File: src/design/snc_pkg.sv
// package of encodings, widths and reset values for the stack/negate/call decoder
// Summary of operation
// - negate opcode writes two's complement back
// - negate updates N, OV, C, DC, Z
// - access bit clear selects access bank
// - extended set, a clear, f<=95: indexed mode
// - discard opcode drops top stack entry
// - push opcode stacks program counter plus two
// - old top moves one level down, except when a push wraps a full stack
// - relative call carries 11-bit signed offset
// - call pushes return, jumps pc+2+2n
// - relative call takes two cycles
package snc_pkg;
  localparam int PC_W = 21;
  localparam int STK_DEPTH = 31;
  localparam int SP_W = 5;
  localparam logic [15:0] OP_DISCARD = 16'h0006;
  localparam logic [15:0] OP_PUSH = 16'h0005;
  localparam logic [15:0] OP_SWRESET = 16'h00FF;
  localparam logic [6:0] OP_NEG_HI = 7'h36;
  localparam logic [4:0] OP_CALL_HI = 5'h1B;
  localparam logic [7:0] IDX_LIMIT = 8'h5F;
  localparam logic [7:0] ACCESS_SPLIT = 8'h80;
  localparam logic [3:0] ACCESS_HI_BANK = 4'hF;
  localparam logic [PC_W-1:0] PC_RESET = 21'h000000;
  localparam logic [PC_W-1:0] PC_STEP = 21'h000002;
  localparam logic [3:0] BANK_RESET = 4'h0;
  localparam logic [4:0] FLAGS_RESET = 5'h00;
  localparam int FL_C = 0;
  localparam int FL_DC = 1;
  localparam int FL_Z = 2;
  localparam int FL_OV = 3;
  localparam int FL_N = 4;
  typedef enum logic [1:0] {
    SNC_EXEC = 2'b00,
    SNC_FLUSH = 2'b01
  } snc_state_t;
endpackage

File: src/design/snc_negate_unit.sv
// byte negate datapath with status flag generation
module snc_negate_unit (
  input wire logic [7:0] operand,
  output logic [7:0] result,
  output logic [4:0] flags
);
  logic [8:0] sum;
  logic [4:0] low_sum;
  // 0 - f computed as ~f + 1 so carry means no borrow
  always_comb begin
    sum = {1'b0, ~operand} + 9'h001;
    low_sum = {1'b0, ~operand[3:0]} + 5'h01;
    result = sum[7:0];
    flags = 5'h00;
    flags[snc_pkg::FL_C] = sum[8];
    flags[snc_pkg::FL_DC] = low_sum[4];
    flags[snc_pkg::FL_Z] = (sum[7:0] == 8'h00);
    flags[snc_pkg::FL_N] = sum[7];
    flags[snc_pkg::FL_OV] = (operand == 8'h80); // only -128 overflows
  end
endmodule

File: src/design/snc_core.sv
// decode and execute of negate, stack discard/push, relative call, software reset
module snc_core (
  input wire logic clk,
  input wire logic rstn,
  input wire logic [15:0] instr,
  input wire logic instr_valid,
  input wire logic ext_set_en,
  input wire logic [3:0] bank_sel_in,
  input wire logic [7:0] mem_rdata,
  output logic [11:0] mem_addr,
  output logic mem_indexed,
  output logic mem_we,
  output logic [7:0] mem_wdata,
  output logic [snc_pkg::PC_W-1:0] pc,
  output logic [snc_pkg::PC_W-1:0] stack_top,
  output logic [snc_pkg::SP_W-1:0] stack_ptr,
  output logic [4:0] status_flags,
  output logic instr_ready,
  output logic sw_reset_pulse
);
  logic [snc_pkg::PC_W-1:0] pc_ff;
  logic [snc_pkg::PC_W-1:0] stack_mem [snc_pkg::STK_DEPTH];
  logic [snc_pkg::SP_W-1:0] sp_ff;
  logic [4:0] flags_ff;
  logic [7:0] neg_result;
  logic [4:0] neg_flags;
  logic [snc_pkg::PC_W-1:0] ret_addr;
  logic [snc_pkg::PC_W-1:0] call_target;
  logic [snc_pkg::PC_W-1:0] call_off;
  logic is_neg, is_pop, is_push, is_call, is_rst, take, do_push;
  logic swr_ff;
  snc_pkg::snc_state_t state_ff;
  snc_pkg::snc_state_t nxt_state;

  // opcode match helpers
  function automatic logic match16(input logic [15:0] a, input logic [15:0] b);
    match16 = (a == b);
  endfunction

  // wrapping stack index, used for push and read of top
  function automatic logic [snc_pkg::SP_W-1:0] slot(input logic [snc_pkg::SP_W-1:0] p);
    slot = (p == 5'd0) ? 5'(snc_pkg::STK_DEPTH - 1) : 5'(p - 5'd1);
  endfunction

  snc_negate_unit u_neg (
    .operand(mem_rdata),
    .result(neg_result),
    .flags(neg_flags)
  );

  // decode; second call cycle accepts nothing
  assign instr_ready = (state_ff == snc_pkg::SNC_EXEC);
  assign take = instr_valid && instr_ready;
  assign is_neg = take && (instr[15:9] == snc_pkg::OP_NEG_HI);
  assign is_pop = take && match16(instr, snc_pkg::OP_DISCARD);
  assign is_push = take && match16(instr, snc_pkg::OP_PUSH);
  assign is_call = take && (instr[15:11] == snc_pkg::OP_CALL_HI);
  assign is_rst = take && match16(instr, snc_pkg::OP_SWRESET);
  assign do_push = is_push || is_call;

  // return address and sign-extended doubled offset
  assign ret_addr = pc_ff + snc_pkg::PC_STEP;
  assign call_off = {{(snc_pkg::PC_W - 12){instr[10]}}, instr[10:0], 1'b0};
  assign call_target = ret_addr + call_off;

  // operand address: access bank split or bank register, indexed mode flagged
  always_comb begin
    mem_indexed = 1'b0;
    if (instr[8]) begin
      mem_addr = {bank_sel_in, instr[7:0]};
    end else if (ext_set_en && instr[7:0] <= snc_pkg::IDX_LIMIT) begin
      mem_indexed = 1'b1;
      mem_addr = {4'h0, instr[7:0]};
    end else if (instr[7:0] >= snc_pkg::ACCESS_SPLIT) begin
      mem_addr = {snc_pkg::ACCESS_HI_BANK, instr[7:0]};
    end else begin
      mem_addr = {4'h0, instr[7:0]};
    end
  end

  // write back happens in the same cycle, single cycle op
  assign mem_we = is_neg;
  assign mem_wdata = neg_result;

  // call flush state
  always_comb begin
    nxt_state = snc_pkg::SNC_EXEC;
    if (state_ff == snc_pkg::SNC_EXEC && is_call) begin
      nxt_state = snc_pkg::SNC_FLUSH;
    end
  end

  always_ff @(posedge clk) begin
    if (!rstn || is_rst) begin
      state_ff <= snc_pkg::SNC_EXEC;
    end else begin
      state_ff <= nxt_state;
    end
  end

  // program counter; software reset restarts from reset vector
  always_ff @(posedge clk) begin
    if (!rstn || is_rst) begin
      pc_ff <= snc_pkg::PC_RESET;
    end else if (is_call) begin
      pc_ff <= call_target;
    end else if (take) begin
      pc_ff <= ret_addr;
    end
  end

  // stack pointer; overflow wraps rather than stalling the core
  always_ff @(posedge clk) begin
    if (!rstn || is_rst) begin
      sp_ff <= 5'd0;
    end else if (do_push) begin
      sp_ff <= (sp_ff == 5'(snc_pkg::STK_DEPTH)) ? 5'd1 : 5'(sp_ff + 5'd1);
    end else if (is_pop) begin
      sp_ff <= (sp_ff == 5'd0) ? 5'd0 : 5'(sp_ff - 5'd1);
    end
  end

  // stack storage; older entries untouched so they remain beneath, except on overflow, where the wrap rewrites the bottom slot
  always_ff @(posedge clk) begin
    if (do_push) begin
      stack_mem[slot(sp_ff == 5'(snc_pkg::STK_DEPTH) ? 5'd1 : 5'(sp_ff + 5'd1))] <= ret_addr;
    end
  end

  // status flags
  always_ff @(posedge clk) begin
    if (!rstn || is_rst) begin
      flags_ff <= snc_pkg::FLAGS_RESET;
    end else if (is_neg) begin
      flags_ff <= neg_flags;
    end
  end

  always_ff @(posedge clk) begin
    if (!rstn) begin
      swr_ff <= 1'b0;
    end else begin
      swr_ff <= is_rst;
    end
  end

  assign pc = pc_ff;
  assign stack_ptr = sp_ff;
  assign stack_top = (sp_ff == 5'd0) ? snc_pkg::PC_RESET : stack_mem[slot(sp_ff)];
  assign status_flags = flags_ff;
  assign sw_reset_pulse = swr_ff;

  // assertions
  logic [snc_pkg::PC_W-1:0] pc_prev;
  always_ff @(posedge clk) begin
    pc_prev <= pc_ff;
  end
endmodule

File: config.mk
export PLATFORM = sky130hd
export DESIGN_NAME = snc_core
export DESIGN_NICKNAME = d
export VERILOG_FILES = /design/src/design/snc_pkg.sv /design/src/design/snc_negate_unit.sv /design/src/design/snc_core.sv
export SDC_FILE = /design/constraint.sdc
export NUM_CORES = 1
export LEC_CHECK = 0
export BUFFER_PORTS_ARGS = -buffer_cell sky130_fd_sc_hd__buf_4
export CORE_MARGIN = 2
export CORE_UTILIZATION = 56
export DETAILED_ROUTE_END_ITERATION = 8
export PLACE_DENSITY = 0.83
export SLEW_MARGIN = 25
export SYNTH_ARGS = -nofsm -noshare
export SYNTH_HDL_FRONTEND = slang
export SYNTH_HIERARCHICAL = 1
export SYNTH_SLANG_ARGS = --single-unit
export TNS_END_PERCENT = 10
File: constraint.sdc
create_clock -name clk -period 5 [get_ports clk]
set_clock_uncertainty 0.15 [all_clocks]
set_input_delay 0.25 -clock clk [delete_from_list [all_inputs] [get_ports clk]]
set_output_delay 0.25 -clock clk [all_outputs]
set_load 0.01 [all_outputs]
After elaboration in Yosys (flattened, before gate mapping)
Memory sizes are Yosys's and may differ from the RTL's.
Index checks and enable logic that the tools add are counted.
Word-level totals
  register bits: 34
  bits in latches: 0
  bits in writable memories: 651
  bits in read-only memories: 0
  input port bits: 32
  output and inout port bits: 76
  memories: 1
Cells by class
  add/subtract/negate cells: 7
  $mul: 0
  div/mod/pow operators: 0
  magnitude comparators: 2
  equal/unequal tests: 7
  shift-type cells: 0
  muxes and demuxes: 17
  bitwise logic cells: 2
  reduce and logical (&&, ||, !) cells: 17
Memory list
  stack_mem: depth 31, bits a word 21, read ports 1, clocked after Yosys merged registers in 0, wr ports 1, RTL line snc_core.sv:22  | logic [snc_pkg::PC_W-1:0] stack_mem [snc_pkg::STK_DEPTH];
Operators with widths (count)
  $mux 21: 3
  $mux 12: 3
  $eq 16x3->1 const B: 2
  $mux 5: 6
  $add 21x2->21 const B: 1
  $add 21x21->21: 1
  $eq 16x8->1 const B: 1
  $eq 5x5->1 const B: 2
  $logic_not 5->1: 2
  $sub 5x1->5 const B: 2
  $add 8x1->9 const B: 1
  $eq 8x8->1 const B: 1
  $ge 8x8->1 const B: 1
  $le 8x7->1 const B: 1
  $logic_and 1x1->1: 8
  $logic_not 8->1: 1
  $not 8->8: 1
  $eq 7x6->1 const B: 1
  $add 4x1->5 const B: 1
  $add 5x1->5 const B: 1
  $mux 1: 5
  $not 4->4: 1
  $reduce_bool 2->1: 2
  $logic_not 2->1: 1
  2 further kinds: 3

Depth between registers and ports, before layout
  depth after elaboration: 6
  depth in mapped cells: 17

Modules after synthesis
Netlist, hierarchy kept.
By module, submodules not included
  snc_core: times used 1, cells an instance 1922, area each 27685.3 um^2, sequential area each 19258.5 um^2
  snc_negate_unit: times used 1, cells an instance 34, area each 230.2 um^2, sequential area each 0.0 um^2

Worst setup path before layout
Ideal clock, no wire load.
  path type: flip-flop to flip-flop
  start: register sp_ff, in the netlist stack_ptr[0]
  end: memory stack_mem[10][10] (netlist name) (enable)
  library setup time: 0.397 ns
  arrival time: 4.672 ns
  data required time: 4.453 ns
  slack: -0.219 ns
  stages on the path, launching flop included: 15
  buffers on the path: 6
  clock period less this slack: 5.219 ns
  cells stage by stage: dfxtp_1 -> buf_2 -> inv_1 -> buf_1 -> clkbuf_1 -> buf_1 -> ha_1 -> inv_1 -> buf_1 -> buf_1 -> ha_1 -> nand2b_1 -> nand2_1 -> or4_1 -> nor2_1
Between the ends
  word-level cells in the longest chain between the ends: 4
  elaborated cells on any way between the ends: 6
  those cells by class: add/sub (2); eq/ne (1); mux (2); reduce/logical (1)
RTL lines
  start, declared: RTL line snc_core.sv:23  | logic [snc_pkg::SP_W-1:0] sp_ff;
  start signal, assigned: RTL line snc_core.sv:117  | sp_ff <= (sp_ff == 5'(snc_pkg::STK_DEPTH)) ? 5'd1 : 5'(sp_ff + 5'd1);
  start signal, assigned: RTL line snc_core.sv:119  | sp_ff <= (sp_ff == 5'd0) ? 5'd0 : 5'(sp_ff - 5'd1);
  $add 5x1->5 / $eq 5x5->1 (equally long branches): RTL line snc_core.sv:126  | stack_mem[slot(sp_ff == 5'(snc_pkg::STK_DEPTH) ? 5'd1 : 5'(sp_ff + 5'd1))] <= ret_addr;
  $mux 5 (*): RTL line snc_core.sv:126
  $sub 5x1->5 / $logic_not 5->1 (equally long branches): RTL line snc_core.sv:42  | slot = (p == 5'd0) ? 5'(snc_pkg::STK_DEPTH - 1) : 5'(p - 5'd1);
  $mux 5 (*): RTL line snc_core.sv:42
  end, declared: RTL line snc_core.sv:22
Every way passes the cells marked *; elsewhere a longest branch is shown, timed or not.

Worst setup path after layout
  start: register sp_ff, in the netlist stack_ptr[0]
  end: output stack_top[20] (netlist name)
Between the ends
  word-level cells in the longest chain between the ends: 4
  elaborated cells on any way between the ends: 5
  those cells by class: add/sub (1); mux (2); reduce/logical (1); memory (1)
RTL lines
  $sub 5x1->5 / $logic_not 5->1 (equally long branches): RTL line snc_core.sv:42, snc_core.sv:149
  $mux 5: RTL line snc_core.sv:42
  $mem_v2 31x21
  $mux 21 (*): RTL line snc_core.sv:149  | assign stack_top = (sp_ff == 5'd0) ? snc_pkg::PC_RESET : stack_mem[slot(sp_ff)];
  end, declared: RTL line snc_core.sv:15  | output logic [snc_pkg::PC_W-1:0] stack_top,
Marked as above.

==> out/metrics.csv <==
metric;value;unit
pin_count;108;
hold_ws;42.5;ps
instances_no_fill;2830;
regToRegEndpoint;stack_mem[21][14]$_DFFE_PP_;
grt_overflow_total;0;
rows;81;
hold_start;mem_rdata[6];
grt_util_all_layers;30.6;%
status;completed;
combPwrFrac;5.1;%
use_met1;40.2;%
drtIter0Drc;2820;
area_growth;15.9;%
hold_class;input pin to flop;
avgSynthCellArea;14.3;sq um
drc;0;
period_share;98.1;%
maxSlewViolCount;0;
grt_use_met3;5.68;%
die_h;227;microns
worstSetupPathType;flop to output port;
ys_ff_latch;652;
clock-sinks;652;
diodes;0;
rsz0062_at_grt;yes;
grt_max_degree;58;
ys_warn_count;6;
hold_end;status_flags[0]$_SDFFE_PP0P_;
hold_viol;0;
core;0.0491;sq mm
use_met2;49.7;%
pwr-share-clk;42.9;%
required;4600;ps
power_density;355;mW/mm^2
synth_common_cells;edfxtp_1, nand2_1, nor2_1;
yosysTopAreaCell;edfxtp_1;
p_sw_share;21.8;%
finalWirelength;78500;microns
synth_area;0.0279;sq mm
hpwlAfterDp;46100;microns
fin_util;66.0;%
peakVddDrop;0.259;mV
drive_gt1_share;20.5;%
cts_buffers;67;
seqPwrFrac;52.0;%
cp-end-kind;output port;
synth_cell_types;76;
synthArstFlopShare;0;%
period_minus_slack;4900;ps
htreeDepth;3;
holdPathStages;6;
cts_tree;done;
insertion_delay;590;ps
r2r_setup_slack;710;ps
ctsRootBufferMaster;clkbuf_16;
gp_congestion;0.914;
grt_pass1_wl;116000;microns
max-cap-violations;0;
r2r_start;stack_ptr[0]$_SDFFE_PP0P_;
setup_viol;0;
layout.nets;2177;
synth.area.top_cells;edfxtp_1, mux4_2, nand2_1;
die_w;227;microns
dr.pass1.iters;6;
ys_seq_area_share;69.0;%
route.vias.total;19200;
synth_edf_count;620;
grt_pass1_vias;18800;
cp.arrival;4500;ps
antenna_found_initial;3;
grt_most_used_layer;met2;
dp.cells;2700;
n_fill_cell;3287;
finalSetupTns;0;ps
wire_per_inst;27.7;microns
p_leak;11.2;nW
post_cts_buffers;0;
numPortBuffers;105;
seq_area;0.0193;sq mm
synth_cells;1956;
multi_input_area;0.00829;sq mm
initial_utilization;56.9;%
dieArea;0.0517;sq mm
fmax;204;MHz
max_slew_margin;30.0;%
worst_slew_pin_slew;1050;ps
viasPerCell;6.77;
cp_max_fo;35;
synth_top_area_share;66.7;%
synthFlopType;edfxtp_1;
internal-power;8.97;mW
p_switching;2.51;mW
start_kind;flop;
rr_worst_depth;10;
cts.reportedPaths.clkPinSlew;60;ps
clock_path_buffers;3;
ant_nets;0;
yosysMostFrequentCell;edfxtp_1;
[repair_timing]
item,in CTS,in global routing
endpoints found under the setup margin,0,3
resized for setup,0,2
endpoints found under the hold margin,5,0
hold buffers,7,0
[routing by layer]
metal	up-vias	wire, microns
met5	-	0
met4	0	3940
met3	298	9760
met2	1589	37400
met1	9320	27400
li1	7959	-
[layout make-up]
type / instances / area share (%)
sequential: 652 / 59.5
multi-input combinational: 1156 / 25.6
timing repair buffer: 220 / 5.52
clock buffer: 84 / 5.48
tap: 664 / 2.57
clock inverter: 39 / 1.12
inverter: 15 / 0.174
[worst max-delay path, stage by stage (launching register included)]
cell      delay (ps)
dfxtp_4          650
inv_1            130
ha_2             430
inv_1            530
nor2_4            90
nor2_2           340
buf_4            460
a221oi_1         160
o21ai_0          340
o21ai_0          280
o21ai_0          310
buf_4            170
[cell usage in the layout, fill, tap and decap left out, types with 33 or more instances in the layout]
cell / netlist / routed
o21ai_0: 60 / 59
buf_4: 18 / 203
mux2i_1: 62 / 62
edfxtp_1: 620 / 620
a221oi_1: 39 / 39
nand2_1: 251 / 250
nor2_2: 1 / 33
a21oi_1: 100 / 100
nor2_1: 110 / 76
mux4_2: 53 / 53
nand3_1: 55 / 55
clkbuf_16: 0 / 68
[sequential cells by signal, summed over array words and instances (netlist names)]
register and cells:
status_flags 5, sw_reset_pulse 1, stack_ptr 5, state_ff 1
pc 20, stack_mem 620
[kinds of logic after synthesis]
logic type | share of synthesized area, %
and+or+nand+nor | 8.61
xor gates and xnor gates | 1.35
other | 0.0134
adders and majority gates | 1.51
AOI/OAI and AO/OA | 10.3
muxes | 6.82
DFF | 69.0
buffers and inverters | 2.41
[worst max path at each step]
| stage | startpoint | to | slack, ps | cells past startpoint |
|---|---|---|---|---|
| after floorplan | stack_ptr[0]$_SDFFE_PP0P_ | stack_mem[10][10]$_DFFE_PP_ | -220 | 14 |
| after global placement | stack_ptr[0]$_SDFFE_PP0P_ | stack_top[1] | 720 | 12 |
| after detailed placement | stack_ptr[0]$_SDFFE_PP0P_ | stack_top[1] | 660 | 12 |
| after CTS | stack_ptr[0]$_SDFFE_PP0P_ | stack_top[1] | 5 | 12 |
| after global routing | stack_ptr[0]$_SDFFE_PP0P_ | stack_top[20] | -10 | 11 |
| final | stack_ptr[0]$_SDFFE_PP0P_ | stack_top[20] | 100 | 11 |
[per-stage QoR]
stage | power (mW) | setup WS (ps) | instance area [sq um]
after floorplan | 6.42 | -219 | 27900
after global placement | 6.63 | 723 | 30100
after detailed placement | 6.64 | 660 | 30100
after CTS | 11.5 | 5.46 | 32400
after global routing | 11.7 | -10.0 | 32400
final | 11.5 | 95.2 | 32400
[power by group through the flow]
| stage | logic, mW | registers, mW | clock network, mW |
|---|---|---|---|
| 2_1_floorplan | 0.341 | 6.08 | 0 |
| 3_3_place_gp | 0.544 | 6.08 | 0 |
| 3_5_place_dp | 0.561 | 6.08 | 0 |
| 4_1_cts | 0.571 | 5.97 | 4.93 |
| 5_1_grt | 0.619 | 5.96 | 5.14 |
| 6_report | 0.587 | 5.97 | 4.92 |
(Power assumes the default switching activity.)
